`src/logic/fpp_defines.svh`:
```
// Purpose: constants for the four pin port
// Assumes: 50 MHz system clock
// Notes:   reset values of direction, latch and analog select
`ifndef FPP_DEFINES_SVH
`define FPP_DEFINES_SVH
`define FPP_BIDIR_W        3
`define FPP_DIR_RST        3'h7
`define FPP_LAT_RST        3'h0
`define FPP_ANA_RST        3'h7
`define FPP_PSP_RST        4'h0
`define FPP_DIR_LO_POS     0
`define FPP_PSP_POS        4
`define FPP_SYNC_RST       4'h8
`endif

```
`src/logic/fpp_pkg.sv`:
```
// Purpose: types for the four pin port
// Assumes: nothing
// Notes:   package variant selection
package fpp_pkg;
   typedef enum logic [1:0] {
      FPP_LARGE_type_val = 2'h1,
      FPP_SMALL_type_val = 2'h2
   } fpp_variant_type;
endpackage : fpp_pkg

```
`src/logic/fpp_sync.sv`:
```
// Purpose: two flop synchroniser for pin inputs
// Assumes: single clock domain
// Notes:   first stage read only by second stage
`timescale 1ns/100ps
`default_nettype none
module fpp_sync #(
   parameter int           W       = 4,
   parameter logic [W-1:0] RST_VAL = '0
) (
   input  wire logic          i_clk,
   input  wire logic          i_rst_n,
   input  wire logic [W-1:0]  i_async,
   output logic      [W-1:0]  o_sync
);
   if (W < 1)
   begin : g_bad_width
      $error("fpp_sync: width must be at least one");
   end

   logic [W-1:0] meta_ff;
   logic [W-1:0] sync_ff;
   always_ff @(posedge i_clk or negedge i_rst_n)
   begin
      if (!i_rst_n)
      begin
         meta_ff <= RST_VAL;
         sync_ff <= RST_VAL;
      end
      else
      begin
         meta_ff <= i_async;
         sync_ff <= meta_ff;
      end
   end
   assign o_sync = sync_ff;
endmodule : fpp_sync
`default_nettype wire

```
`src/logic/fpp_port.sv`:
```
// Purpose: four pin port, three bidirectional pins plus input-only pin
// Assumes: config bits static after reset; plain write strobes
// Notes:   pins are split into in, out and output enable
`timescale 1ns/100ps
`default_nettype none
`include "fpp_defines.svh"
module fpp_port
   import fpp_pkg::*;
#(
   parameter fpp_variant_type VARIANT = FPP_LARGE_type_val
) (
   input  wire logic        i_clk,
   input  wire logic        i_rst_n,
   input  wire logic        i_external_reset_pin_enable,
   input  wire logic [7:0]  i_dir_wdata,
   input  wire logic        i_dir_we,
   input  wire logic [2:0]  i_lat_wdata,
   input  wire logic        i_lat_we,
   input  wire logic [2:0]  i_ana_wdata,
   input  wire logic        i_ana_we,
   input  wire logic [3:0]  i_psp_status,
   input  wire logic [2:0]  i_bidir_pin_in,
   input  wire logic        i_fourth_pin_in,
   output logic      [2:0]  o_bidir_pin_out,
   output logic      [2:0]  o_bidir_pin_oe,
   output logic      [7:0]  o_dir_rdata,
   output logic      [2:0]  o_lat_rdata,
   output logic      [3:0]  o_port_rdata,
   output logic      [3:0]  o_psp_ctrl,
   output logic             o_external_reset_req
);
   // ************************************************
   // elaboration checks
   // ************************************************
   if (VARIANT != FPP_LARGE_type_val && VARIANT != FPP_SMALL_type_val)
   begin : g_bad_variant
      $error("fpp_port: unsupported variant");
   end

   localparam logic HAS_BIDIR = (VARIANT == FPP_LARGE_type_val);

   // small variant has no bidirectional pins: their out, enable and port bits stay zero
   function automatic logic [2:0] bidir_gate(input logic [2:0] val);
      return HAS_BIDIR ? val : 3'h0;
   endfunction : bidir_gate

   // ************************************************
   // pin synchronisers
   // ************************************************
   // fourth pin starts at its idle high level;
   // a low start value would fake a reset request after release
   logic [3:0] pins_sync;
   fpp_sync #(.W(4), .RST_VAL(`FPP_SYNC_RST)) u_sync (
      .i_clk   (i_clk),
      .i_rst_n (i_rst_n),
      .i_async ({i_fourth_pin_in, i_bidir_pin_in}),
      .o_sync  (pins_sync)
   );

   // ************************************************
   // registers
   // ************************************************
   logic [2:0] dir_ff;
   logic [3:0] psp_ff;
   logic [2:0] lat_ff;
   logic [2:0] ana_ff;
   logic       cfg_rst_en_ff;

   // strap caught after release, not under reset
   // strap is static wiring, so it needs no synchroniser
   logic strap_done_ff;
   always_ff @(posedge i_clk or negedge i_rst_n)
   begin
      if (!i_rst_n)
      begin
         strap_done_ff <= 1'h0;
         cfg_rst_en_ff <= 1'h1;
      end
      else if (!strap_done_ff)
      begin
         strap_done_ff <= 1'h1;
         cfg_rst_en_ff <= i_external_reset_pin_enable;
      end
   end

   always_ff @(posedge i_clk or negedge i_rst_n)
   begin
      if (!i_rst_n)
         dir_ff <= `FPP_DIR_RST;
      else if (i_dir_we && HAS_BIDIR)
         dir_ff <= i_dir_wdata[`FPP_DIR_LO_POS +: 3];
   end

   always_ff @(posedge i_clk or negedge i_rst_n)
   begin
      if (!i_rst_n)
         psp_ff <= `FPP_PSP_RST;
      else if (i_dir_we && HAS_BIDIR)
         psp_ff <= i_dir_wdata[`FPP_PSP_POS +: 4];
   end

   always_ff @(posedge i_clk or negedge i_rst_n)
   begin
      if (!i_rst_n)
         lat_ff <= `FPP_LAT_RST;
      else if (i_lat_we && HAS_BIDIR)
         lat_ff <= i_lat_wdata;
   end

   always_ff @(posedge i_clk or negedge i_rst_n)
   begin
      if (!i_rst_n)
         ana_ff <= `FPP_ANA_RST;
      else if (i_ana_we && HAS_BIDIR)
         ana_ff <= i_ana_wdata;
   end

   // ************************************************
   // pin drive and readback
   // ************************************************
   // analog select does not touch drivers; software keeps them inputs
   logic [2:0] nxt_oe;
   logic [3:0] nxt_port;
   always_comb
   begin
      nxt_oe = bidir_gate(~dir_ff);
      nxt_port[2:0] = bidir_gate(pins_sync[2:0] & ~ana_ff);
      nxt_port[3] = cfg_rst_en_ff ? 1'h0 : pins_sync[3];
   end

   logic [2:0] pin_out_ff;
   logic [2:0] pin_oe_ff;
   logic [7:0] dir_rd_ff;
   logic [2:0] lat_rd_ff;
   logic [3:0] port_rd_ff;
   logic [3:0] psp_out_ff;
   logic       rst_req_ff;
   always_ff @(posedge i_clk or negedge i_rst_n)
   begin
      if (!i_rst_n)
      begin
         pin_out_ff <= `FPP_LAT_RST;
         pin_oe_ff  <= 3'h0;
         dir_rd_ff  <= {`FPP_PSP_RST, 1'h0, `FPP_DIR_RST};
         lat_rd_ff  <= `FPP_LAT_RST;
         port_rd_ff <= 4'h0;
         psp_out_ff <= `FPP_PSP_RST;
         rst_req_ff <= 1'h0;
      end
      else
      begin
         pin_out_ff <= bidir_gate(lat_ff);
         pin_oe_ff  <= nxt_oe;
         dir_rd_ff  <= {psp_ff | i_psp_status, 1'h0, dir_ff};
         lat_rd_ff  <= lat_ff;
         port_rd_ff <= nxt_port;
         psp_out_ff <= psp_ff;
         // active while the reset pin is low and enabled
         rst_req_ff <= cfg_rst_en_ff & ~pins_sync[3];
      end
   end

   assign o_bidir_pin_out      = pin_out_ff;
   assign o_bidir_pin_oe       = pin_oe_ff;
   assign o_dir_rdata          = dir_rd_ff;
   assign o_lat_rdata          = lat_rd_ff;
   assign o_port_rdata         = port_rd_ff;
   assign o_psp_ctrl           = psp_out_ff;
   assign o_external_reset_req = rst_req_ff;

   // ************************************************
   // assertions
   // ************************************************
   dir_drive_a: assert property (@(posedge i_clk) disable iff (!i_rst_n)
      i_dir_we && HAS_BIDIR |-> ##2 (o_bidir_pin_oe == ~$past(i_dir_wdata[2:0], 2)))
      else $error("output enable does not follow direction");
   lat_drive_a: assert property (@(posedge i_clk) disable iff (!i_rst_n)
      i_lat_we && HAS_BIDIR |-> ##2 (o_bidir_pin_out == $past(i_lat_wdata, 2)))
      else $error("pin output does not follow latch");
   ana_zero_a: assert property (@(posedge i_clk) disable iff (!i_rst_n)
      (o_port_rdata[2:0] & $past(ana_ff)) == 3'h0)
      else $error("analog pin reads nonzero");
   ana_oe_a: assert property (@(posedge i_clk) disable iff (!i_rst_n)
      o_bidir_pin_oe == (HAS_BIDIR ? ~$past(dir_ff) : 3'h0))
      else $error("analog select changed driver");
   psp_upper_a: assert property (@(posedge i_clk) disable iff (!i_rst_n)
      i_dir_we && HAS_BIDIR |-> ##2 (o_psp_ctrl == $past(i_dir_wdata[7:4], 2)))
      else $error("upper direction bits lost");
   lat_read_a: assert property (@(posedge i_clk) disable iff (!i_rst_n)
      o_lat_rdata == o_bidir_pin_out || !HAS_BIDIR)
      else $error("latch readback differs from latch");
   fourth_in_a: assert property (@(posedge i_clk) disable iff (!i_rst_n)
      !cfg_rst_en_ff |=> (o_port_rdata[3] == $past(pins_sync[3])) && !o_external_reset_req)
      else $error("fourth pin input wrong");
   reset_pin_a: assert property (@(posedge i_clk) disable iff (!i_rst_n)
      cfg_rst_en_ff && !pins_sync[3] |=> o_external_reset_req && !o_port_rdata[3])
      else $error("reset pin not honoured");
   small_var_a: assert property (@(posedge i_clk) disable iff (!i_rst_n)
      !HAS_BIDIR |-> o_bidir_pin_oe == 3'h0 && o_port_rdata[2:0] == 3'h0)
      else $error("small variant drives bidir pins");
   lat_back_a: assert property (@(posedge i_clk) disable iff (!i_rst_n)
      i_lat_we && HAS_BIDIR |-> ##2 (o_lat_rdata == $past(i_lat_wdata, 2)))
      else $error("latch readback lost a write");
   reset_dir_a: assert property (@(posedge i_clk) disable iff (!i_rst_n)
      $past(!i_rst_n) |-> ##1 (o_bidir_pin_oe == 3'h0 && o_port_rdata[2:0] == 3'h0))
      else $error("pins not inputs and analog after reset");
endmodule : fpp_port
`default_nettype wire

```
`config.mk`:
```
export PLATFORM = sky130hd
export DESIGN_NAME = fpp_port
export DESIGN_NICKNAME = d
export VERILOG_FILES = /design/src/logic/fpp_pkg.sv /design/src/logic/fpp_sync.sv /design/src/logic/fpp_port.sv
export VERILOG_INCLUDE_DIRS = /design/src /design/src/logic
export SDC_FILE = /design/constraint.sdc
export NUM_CORES = 1
export LEC_CHECK = 0
export ABC_AREA = 1
export BUFFER_PORTS_ARGS = -buffer_cell sky130_fd_sc_hd__buf_2
export CAP_MARGIN = 15
export CORE_ASPECT_RATIO = 1.5
export CORE_UTILIZATION = 50
export CTS_BUF_LIST = sky130_fd_sc_hd__clkbuf_4 sky130_fd_sc_hd__clkbuf_8
export DETAILED_ROUTE_END_ITERATION = 10
export GPL_TIMING_DRIVEN = 0
export PLACE_DENSITY_LB_ADDON = 0.15
export SKIP_CTS_REPAIR_TIMING = 1
export SYNTH_ARGS = -nofsm -noshare
export SYNTH_HDL_FRONTEND = slang
export SYNTH_HIERARCHICAL = 1
export SYNTH_SLANG_ARGS = --single-unit
```
`constraint.sdc`:
```
create_clock -name i_clk -period 1.9 [get_ports i_clk]
set_clock_uncertainty 0.15 [all_clocks]
set_input_delay 0.38 -clock i_clk [delete_from_list [all_inputs] [get_ports i_clk]]
set_output_delay 0.38 -clock i_clk [all_outputs]
set_load 0.01 [all_outputs]
```
-- Yosys cells after proc, flatten, opt, wreduce, memory -nomap -nowiden
Cells that the tools add are included.
- flip-flop bits (word level): 45
- bits of input ports: 28
- logic and storage cells: 21
- multiplexer cells: 1
- bitwise logic cells: 6
- operators with widths (operator ; count):
    3-bit inverter ; 2
    4-bit bitwise OR ; 1
    3-bit bitwise AND ; 1
    1-bit bitwise AND ; 1
    1-bit 2-to-1 mux ; 1
    1-bit inverter ; 1

-- Depth between registers and ports, before layout
Gate-level depths: netlist of run 1.
- depth in word-level cells: 2
- mapped depth: 4
- mapped depth without buffers: 3

-- Cells and area by module
The synthesis of run 1 kept the hierarchy.
- by module, submodules not included (module ; instances ; cells an instance ; area an instance (µm²)):
    fpp_port ; 1 ; 107 ; 1241.2
    fpp_sync ; 1 ; 8 ; 202.7

-- Worst setup path before layout of run 1
No wires, ideal clock.
- path kind: register -> output
- start: register lat_rd_ff[0], in the netlist o_lat_rdata[0]
- end: output port o_lat_rdata[0]
- arrival time: 539 ps
- required time: 1370 ps
- slack: 831 ps
- cell stages (with the launch flop): 2
- cell sequence: dfrtp_1 buf_4
- RTL lines (what ; line ; text):
    start: declaration ; fpp_port.sv:134 ; logic [2:0] lat_rd_ff;
    start signal: assignment ; fpp_port.sv:145 ; lat_rd_ff <= `FPP_LAT_RST;
    start signal: assignment ; fpp_port.sv:155 ; lat_rd_ff <= lat_ff;
    end: declaration ; fpp_port.sv:27 ; output logic [2:0] o_lat_rdata,
No word-level cell between the ends.

-- Worst setup path after layout of run 1
- start: register lat_rd_ff[1], in the netlist o_lat_rdata[1]
- end: output port o_lat_rdata[1]
No word-level cell between the ends.

==> flow_metrics.py, run 1 <==
metrics = {
    "synth": {
        "yosys-top-cells-count": "42 x nand2_1, 33 x dfrtp_1, 12 x dfstp_2, 9 x inv_1, 5 x nor2_1",
        "syn-cell-area_sq_um": 1440,
        "ys_seq_area_share_pct": 79.0,
        "synth.area.top_cells": "dfrtp_1 57%, dfstp_2 22%, nand2_1 11%",
        "avgSynthCellArea_sq_um": 12.6,
        "synth_nets": 143,
        "yosysTopAreaCell": "dfrtp_1",
        "syn_inst": 115,
        "synth_ff_type": "dfrtp_1",
        "synthDominantCellAreaShare_pct": 57.2,
        "ys_types": 11,
        "synth_warnings": 6,
        "synth_edf_count": 0,
        "async_flop_share_pct": 100,
        "ys_ff_latch": 45,
        "synth_most_common_cell": "nand2_1",
    },
    "die": {
        "start_util_pct": 53.4,
        "core_sq_um": 2710,
        "die_y_microns": 67.8,
        "rows": 23,
        "die_x_microns": 45.9,
        "die_area_sq_um": 3110,
        "ios": 54,
    },
    "routing": {
        "vias": 890,
        "vias_per_cell": 4.24,
        "drt_iter0_markers": 17,
        "first_pass_iters": 3,
        "wl_per_cell_microns": 10.5,
        "drc": 0,
        "routed_wl_microns": 2210,
        "ant_nets": 0,
    },
    "min_path": {
        "worstHoldPathType": "in -> reg",
    },
    "final_layout": {
        "fillers": 223,
        "fin_cells": 210,
        "syn_to_final_growth_pct": 29.8,
        "num_antenna_cells": 0,
        "finalNetCount": 200,
        "drive_gt1_share_pct": 45.1,
    },
    "grt": {
        "grt_pass1_vias": 884,
        "grt_max_degree": 46,
        "antenna_found_initial": 0,
        "grt_overflow": 0,
        "grtUsageTotal_pct": 16.7,
        "grt_pass1_wl_microns": 3520,
    },
    "timing": {
        "rsz0062_at_grt": "no",
        "max_freq_mhz": 683,
        "relSlewSlack_pct": 39.3,
        "min_period_ps": 1470,
        "max_slew.worst_pin.slew_ps": 910,
        "setup-tns-final_ps": 0,
        "fin_crit_sh_pct": 77.1,
        "fin_ws_ps": 435,
        "hold_viol": 0,
        "slew_viol_final": 0,
        "finalSetupViolCount": 0,
    },
    "status": {
        "status": "finished clean",
    },
    "clock_network": {
        "clockBufferDepth": 2,
        "insertion_delay_ps": 290,
        "numCtsBuffers": 5,
        "ctsHtreeMaxLevel": 2,
        "cts_root_buffer": "clkbuf_8",
        "tritoncts": "built",
        "clock_sinks": 45,
        "clkSlewWorstSetupHoldPaths_ps": 80,
    },
    "setup_path": {
        "cp_max_fo": 2,
        "worstSetupPathType": "reg -> out",
        "cp.arrival_ps": 940,
        "cp-end-kind": "output port",
        "crit_required_ps": 1370,
        "crit_path_start_kind": "flip-flop",
    },
    "placed_design": {
        "dp.cells": 202,
        "hpwl_microns": 1560,
        "dp_slack_ps": 564,
        "io_buffers": 50,
        "place.gp.congestion": 0.700,
    },
    "power": {
        "p_leak_nw": 1.02,
        "max-vdd-ir-drop_mv": 0.763,
        "cellPowerDensity_nw_per_um2": 1110,
    },
    "job": {
        "drv_cap": 0,
    },
}
[cell type report]
class	count	area (sq um)	area share (%)
sequential	45	1140	60.9
timing repair buffer	50	250	13.4
multi-input combinational	53	209	11.1
clock buffer	5	68.8	3.67
clock inverter	3	65.1	3.47
inverter	12	52.6	2.80
tap	37	46.3	2.47
buffer	5	41.3	2.20
[sequential cells by signal, summed over array words and instances (netlist names), 4 cells and up]
name / flops
o_psp_ctrl: 4
o_dir_rdata: 7
u_sync/o_sync: 4
o_port_rdata: 4
psp_ff: 4
u_sync/meta_ff: 4
[path summary, 6_finish.rpt]
path | depth (start not counted) | end | slack (ps) | from
setup reg to reg | 1 | o_dir_rdata[5] | 1040 | psp_ff[1]
hold reg to reg | 0 | u_sync/o_sync[2] | 210 | u_sync/meta_ff[2]
hold / removal | 1 | u_sync/meta_ff[3] | 30 | i_fourth_pin_in
max in group asynchronous | 1 | u_sync/o_sync[1] | 970 | i_rst_n
setup / recovery | 2 | o_lat_rdata[1] | 430 | o_lat_rdata[1]
min in group asynchronous | 1 | o_psp_ctrl[0] | 70 | i_rst_n
[placed cells by master (no fill, tap or decap), drive strengths merged]
cell type / count
dfstp: 12
nand2: 42
nor2: 5
conb: 2
clkinv: 1
clkbuf: 5
bufinv: 2
inv: 12
or2: 4
buf: 55
dfrtp: 33
[critical path, stage by stage, from the launching register on]
cell	delay (ps)
dfrtp_1	390
buf_4	130
buf_2	130
[kinds of logic after synthesis]
logic type	synth area share (%)
other	0.520
DFF	79.0
and+or+nand+nor	14.0
buffers and inverters	6.50
[per-stage QoR]
step                      area (sq um)  hold WS [ps]  power, mW  util [%]
after floorplan                   1440         -65.6       1.17         -
after global placement            1740           184       1.26      64.3
after detailed placement          1740           186       1.27      64.3
after CTS                         1870          19.4       2.10      69.3
after global routing              1870          19.3       2.17      69.3
final                             1870          28.5       2.08      69.3
[per-layer routing]
layer / track usage, % / routed length (microns) / vias up
li1: - / - / 439
met5: 0 / 0 / -
met4: 9.93 / 54 / 0
met2: 30.3 / 1200 / 37
met3: 4.22 / 126 / 6
met1: 16.1 / 824 / 408
[power breakdown]
group / internal (mW) / switching, mW
logic: 0.0772 / 0.0952
registers: 1.05 / 0.0290
clock network: 0.522 / 0.307
total: 1.65 / 0.431
No activity file was read; power rests on OpenSTA's default activity.
==> run 2, diff against run 1 <==
Settings changed: CORE_UTILIZATION 50 to 45.
Clock period 1.9 ns to 1.27 ns, I/O delays scaled along.
==> run 2 against run 1 <==
Compared with the run above:
- the run now ends with negative hold slack, negative setup slack left
- sequential cell count unchanged
- sequential power up 50%
- routed wire length down 0.41%
- final cell count up 3.3%
- critical path type unchanged
- highest routed layer unchanged
- largest power group unchanged
- power up 36%
- worst setup slack worse by 490 ps
- critical endpoint is now o_dir_rdata[1]
==> flow_metrics.py, run 2 (same netlist as run 1, synthesis figures left out) <==
metrics = {
    "status": {
        "status": "complete, but fails checks",
        "violations": "negative hold slack, negative setup slack",
    },
    "die": {
        "die_x_microns": 48.3,
        "rows": 24,
        "die_y_microns": 71.4,
        "start_util_pct": 48.6,
        "core_sq_um": 2970,
        "ios": 54,
        "die_area_sq_um": 3440,
    },
    "grt": {
        "grtUsageTotal_pct": 15.7,
        "grt_pass1_wl_microns": 3730,
        "antenna_found_initial": 0,
        "grt_overflow": 0,
        "grt_pass1_vias": 963,
        "grt_max_degree": 46,
    },
    "job": {
        "drv_cap": 0,
    },
    "routing": {
        "drt_iter0_markers": 25,
        "vias_per_cell": 4.20,
        "ant_nets": 0,
        "routed_wl_microns": 2200,
        "wl_per_cell_microns": 10.1,
        "vias": 911,
        "drc": 0,
        "first_pass_iters": 3,
    },
    "final_layout": {
        "post-route-util_pct": 65.2,
        "finalNetCount": 205,
        "final_common_cell": "buf_2",
        "multi_input_area_sq_um": 209,
        "ff_latch_area_sq_um": 1140,
        "fillers": 242,
        "drive_gt1_share_pct": 43.8,
        "largest_register_ffs": 7,
        "layout.cells.most_common_list": "44 x buf_2, 42 x nand2_1, 33 x dfrtp_1",
        "syn_to_final_growth_pct": 34.3,
        "final_cell_area_sq_um": 1940,
        "num_antenna_cells": 0,
        "fin_cells": 217,
    },
    "timing": {
        "relSlewSlack_pct": 37.9,
        "fin_ws_ps": -53.0,
        "rsz0062_at_grt": "yes",
        "min_period_ps": 1320,
        "whs_ps": -45.0,
        "hold_viol": 35,
        "max_freq_mhz": 756,
        "slew_viol_final": 0,
        "setup-tns-final_ps": -229,
        "finalSetupViolCount": 6,
        "max_slew.worst_pin.slew_ps": 932,
        "fin_crit_sh_pct": 104,
    },
    "clock_network": {
        "cts_root_buffer": "clkbuf_8",
        "numCtsBuffers": 5,
        "clock_sinks": 45,
        "insertion_delay_ps": 290,
        "tritoncts": "built",
        "clockBufferDepth": 2,
        "clkSlewWorstSetupHoldPaths_ps": 80,
        "ctsHtreeMaxLevel": 2,
    },
    "setup_path": {
        "cp.arrival_ps": 920,
        "critPathSlowestCell": "dfstp_2",
        "path_cells": "buf_6",
        "crit_path_start_kind": "flip-flop",
        "cp_max_fo": 1,
        "crit_required_ps": 870,
        "cp-end-kind": "output port",
        "worstSetupPathType": "reg -> out",
        "critPathBufInv": 1,
        "r2r_slack_ps": 390,
        "max_stage_delay_ps": 540,
        "cp_top_family": "flip-flops",
    },
    "power": {
        "intPower_mw": 2.20,
        "cellPowerDensity_nw_per_um2": 1450,
        "max-vdd-ir-drop_mv": 1.01,
        "p_leak_nw": 1.04,
        "pwr-share-clk_pct": 32.3,
        "power.sequential.fraction_pct": 57.3,
        "switchingPower_mw": 0.616,
        "total_power_mw": 2.82,
        "combPwrFrac_pct": 10.4,
        "switching_share_pct": 21.9,
    },
    "placed_design": {
        "dp.cells": 204,
        "placed_area_sq_um": 1740,
        "io_buffers": 50,
        "hpwl_microns": 1530,
        "place.gp.congestion": 0.701,
        "dp_slack_ps": 46.6,
    },
    "min_path": {
        "worstHoldPathType": "in -> async",
    },
}
==> run 2: final timing paths <==
check	startpoint	to	cells past startpoint
worst min register to register	u_sync/meta_ff[2]	u_sync/o_sync[2]	0
worst max register to register	psp_ff[0]	o_dir_rdata[4]	1
min in group i_clk	i_psp_status[3]	o_dir_rdata[7]	2
worst min-delay path	i_rst_n	o_port_rdata[0]	1
max in group asynchronous	i_rst_n	strap_done_ff	1
worst max-delay path	o_dir_rdata[1]	o_dir_rdata[1]	1
==> run 2: cell type report <==
type,count,area share [%]
well taps,39,2.52
clock buffers,8,5.03
flip-flops and latches,45,58.8
multi-input cells,53,10.8
repair buffers,55,17.4
inverters,12,2.71
plain buffers,5,2.71
==> run 2: routing by layer <==
metal	up-vias	routed length (microns)	track usage [%]
met4	0	55	9.26
met5	-	0	0
li1	450	-	-
met2	35	1220	27.4
met1	421	777	14.7
met3	5	149	4.53
==> run 2: power by group through the flow <==
stage	combinational (mW)	sequential (mW)	clock (mW)
after global routing	0.336	1.63	1.01
after global placement	0.254	1.63	0
after floorplan	0.0856	1.66	0
final	0.294	1.62	0.910
after detailed placement	0.261	1.64	0
after CTS	0.261	1.61	0.951
==> run 3, diff against run 2 <==
Settings changed: ABC_AREA 1 to 0, CORE_UTILIZATION 45 to 40.
==> run 3 against run 2 <==
Compared with the run above:
- the run still ends with negative hold slack, negative setup slack left
- area after synthesis decreased by 0.17%
- highest routed layer unchanged
- via count decreased by 13%
- critical endpoint is now o_dir_rdata[2]
- clock power about the same
- sequential cell count unchanged
- synthesized cell count decreased by 32%
==> flow_metrics.py, run 3 <==
metrics = {
    "status": {
        "status": "complete, but fails checks",
        "violations": "negative hold slack, negative setup slack",
    },
    "grt": {
        "grt_pass1_wl_microns": 3330,
        "grt_overflow": 0,
        "antenna_found_initial": 0,
        "grt_max_degree": 46,
        "grtUsageTotal_pct": 12.7,
        "grt_pass1_vias": 786,
    },
    "synth": {
        "yosysTopAreaCell": "dfrtp_1",
        "syn_inst": 78,
        "synth_ff_type": "dfrtp_1",
        "yosys-top-cells-count": "33 x dfrtp_1, 12 x dfstp_2, 7 x mux2_2, 7 x mux2_4, 5 x nor2b_1",
        "synth_most_common_cell": "dfrtp_1",
        "ys_types": 10,
        "synth_warnings": 6,
        "synthDominantCellAreaShare_pct": 57.3,
        "syn-cell-area_sq_um": 1440,
        "synth_edf_count": 0,
        "ys_ff_latch": 45,
        "synth_nets": 106,
        "avgSynthCellArea_sq_um": 18.5,
        "synth.area.top_cells": "dfrtp_1 57%, dfstp_2 22%, mux2_4 7.3%",
        "async_flop_share_pct": 100,
        "ys_seq_area_share_pct": 79.2,
    },
    "clock_network": {
        "insertion_delay_ps": 290,
        "clock_sinks": 45,
        "tritoncts": "built",
        "clkSlewWorstSetupHoldPaths_ps": 80,
        "ctsHtreeMaxLevel": 2,
        "cts_root_buffer": "clkbuf_8",
        "numCtsBuffers": 5,
        "clockBufferDepth": 2,
    },
    "job": {
        "drv_cap": 0,
    },
    "power": {
        "combPwrFrac_pct": 11.4,
        "cellPowerDensity_nw_per_um2": 1460,
        "switchingPower_mw": 0.608,
        "power.sequential.fraction_pct": 56.9,
        "pwr-share-clk_pct": 31.7,
        "max-vdd-ir-drop_mv": 0.908,
        "intPower_mw": 2.26,
        "total_power_mw": 2.87,
        "p_leak_nw": 0.960,
        "switching_share_pct": 21.2,
    },
    "timing": {
        "fin_ws_ps": -48.3,
        "hold_viol": 33,
        "rsz0062_at_grt": "yes",
        "slew_viol_final": 0,
        "fin_crit_sh_pct": 104,
        "max_freq_mhz": 759,
        "relSlewSlack_pct": 36.8,
        "max_slew.worst_pin.slew_ps": 948,
        "finalSetupViolCount": 5,
        "whs_ps": -40.2,
        "min_period_ps": 1320,
    },
    "final_layout": {
        "post-route-util_pct": 57.4,
        "num_antenna_cells": 0,
        "finalNetCount": 170,
        "largest_register_ffs": 7,
        "final_common_cell": "buf_2",
        "drive_gt1_share_pct": 64.3,
        "syn_to_final_growth_pct": 35.9,
        "layout.cells.most_common_list": "44 x buf_2, 33 x dfrtp_1, 12 x dfstp_2",
    },
    "routing": {
        "first_pass_iters": 2,
        "vias": 797,
        "drt_iter0_markers": 8,
        "vias_per_cell": 4.31,
        "wl_per_cell_microns": 12.1,
        "routed_wl_microns": 2240,
        "drc": 0,
        "ant_nets": 0,
    },
    "setup_path": {
        "critPathBufInv": 1,
        "path_cells": "buf_6",
        "cp-end-kind": "output port",
        "cp_top_family": "flip-flops",
        "crit_required_ps": 870,
        "r2r_slack_ps": 330,
        "max_stage_delay_ps": 530,
        "cp.arrival_ps": 910,
        "cp_max_fo": 1,
        "worstSetupPathType": "reg -> out",
        "crit_path_start_kind": "flip-flop",
        "critPathSlowestCell": "dfstp_2",
    },
    "placed_design": {
        "place.gp.congestion": 0.648,
        "hpwl_microns": 1570,
        "io_buffers": 50,
    },
    "die": {
        "start_util_pct": 42.2,
        "ios": 54,
        "rows": 26,
        "die_x_microns": 51.0,
        "die_y_microns": 75.5,
        "core_sq_um": 3420,
        "die_area_sq_um": 3850,
    },
    "min_path": {
        "worstHoldPathType": "in -> async",
    },
}
==> run 3: cell count changes in the layout (fill, tap and decap cells not counted), moves of 2 or more <==
cell and change:
dlygate4sd3_1 +3, inv_1 -6, inv_2 -2, mux2_2 +7, mux2_4 +7, nand2_1 -42
nor2_1 -5, nor2b_1 +5, or2_1 -4, or2_2 +4
==> run 3: per-layer routing <==
layer	wire (microns)	GRT usage (%)	vias up
li1	-	-	363
met1	780	11.9	389
met2	1230	21.8	41
met3	205	7.58	4
met4	21	6.48	0
met5	0	0	-
==> run 3: worst paths after layout <==
| check | start | to | cells past startpoint |
|---|---|---|---|
| max | o_dir_rdata[2] | o_dir_rdata[2] | 1 |
| min | i_rst_n | u_sync/meta_ff[0] | 1 |
| max reg2reg | psp_ff[1] | o_dir_rdata[5] | 1 |
| min reg2reg | u_sync/meta_ff[3] | u_sync/o_sync[3] | 0 |
| max in group asynchronous | i_rst_n | o_bidir_pin_oe[1] | 1 |
| min in group i_clk | i_dir_wdata[4] | psp_ff[0] | 2 |
==> run 3: logic make-up after synthesis <==
group                  after synthesis  synth area share [%]
buffers and inverters                8                  3.65
DFF                                 45                  79.2
other                                2                 0.521
and+or+nand+nor                      9                  3.91
muxes                               14                  12.8
==> run 3: final cells by class <==
type,instances,area (sq um)
Multi-Input combinational cell,25,248
Fill cell,308,1460
Tap cell,42,52.6
Buffer,4,41.3
Sequential cell,45,1140
Timing Repair Buffer,58,368
Inverter,3,11.3
Clock buffer,8,97.6
==> run 3: stage by stage <==
stage | worst slack [ps] | cells | cell area, sq um | TNS (ps)
6_report | -48.3 | 185 | 1960 | -187
5_1_grt | -87.3 | 185 | 1960 | -384
4_1_cts | -78.2 | 178 | 1840 | -391
3_5_place_dp | 43.5 | 170 | 1740 | 0
3_3_place_gp | 106 | 170 | 1740 | 0
2_1_floorplan | 327 | 78 | 1440 | 0
==> run 3: power groups by stage <==
stage                     sequential [mW]  combinational [mW]  clock [mW]
after floorplan                      1.68               0.109           0
after global placement               1.65               0.284           0
after detailed placement             1.66               0.293           0
after CTS                            1.63               0.292       0.943
after global routing                 1.65               0.358        1.01
final                                1.63               0.328       0.908
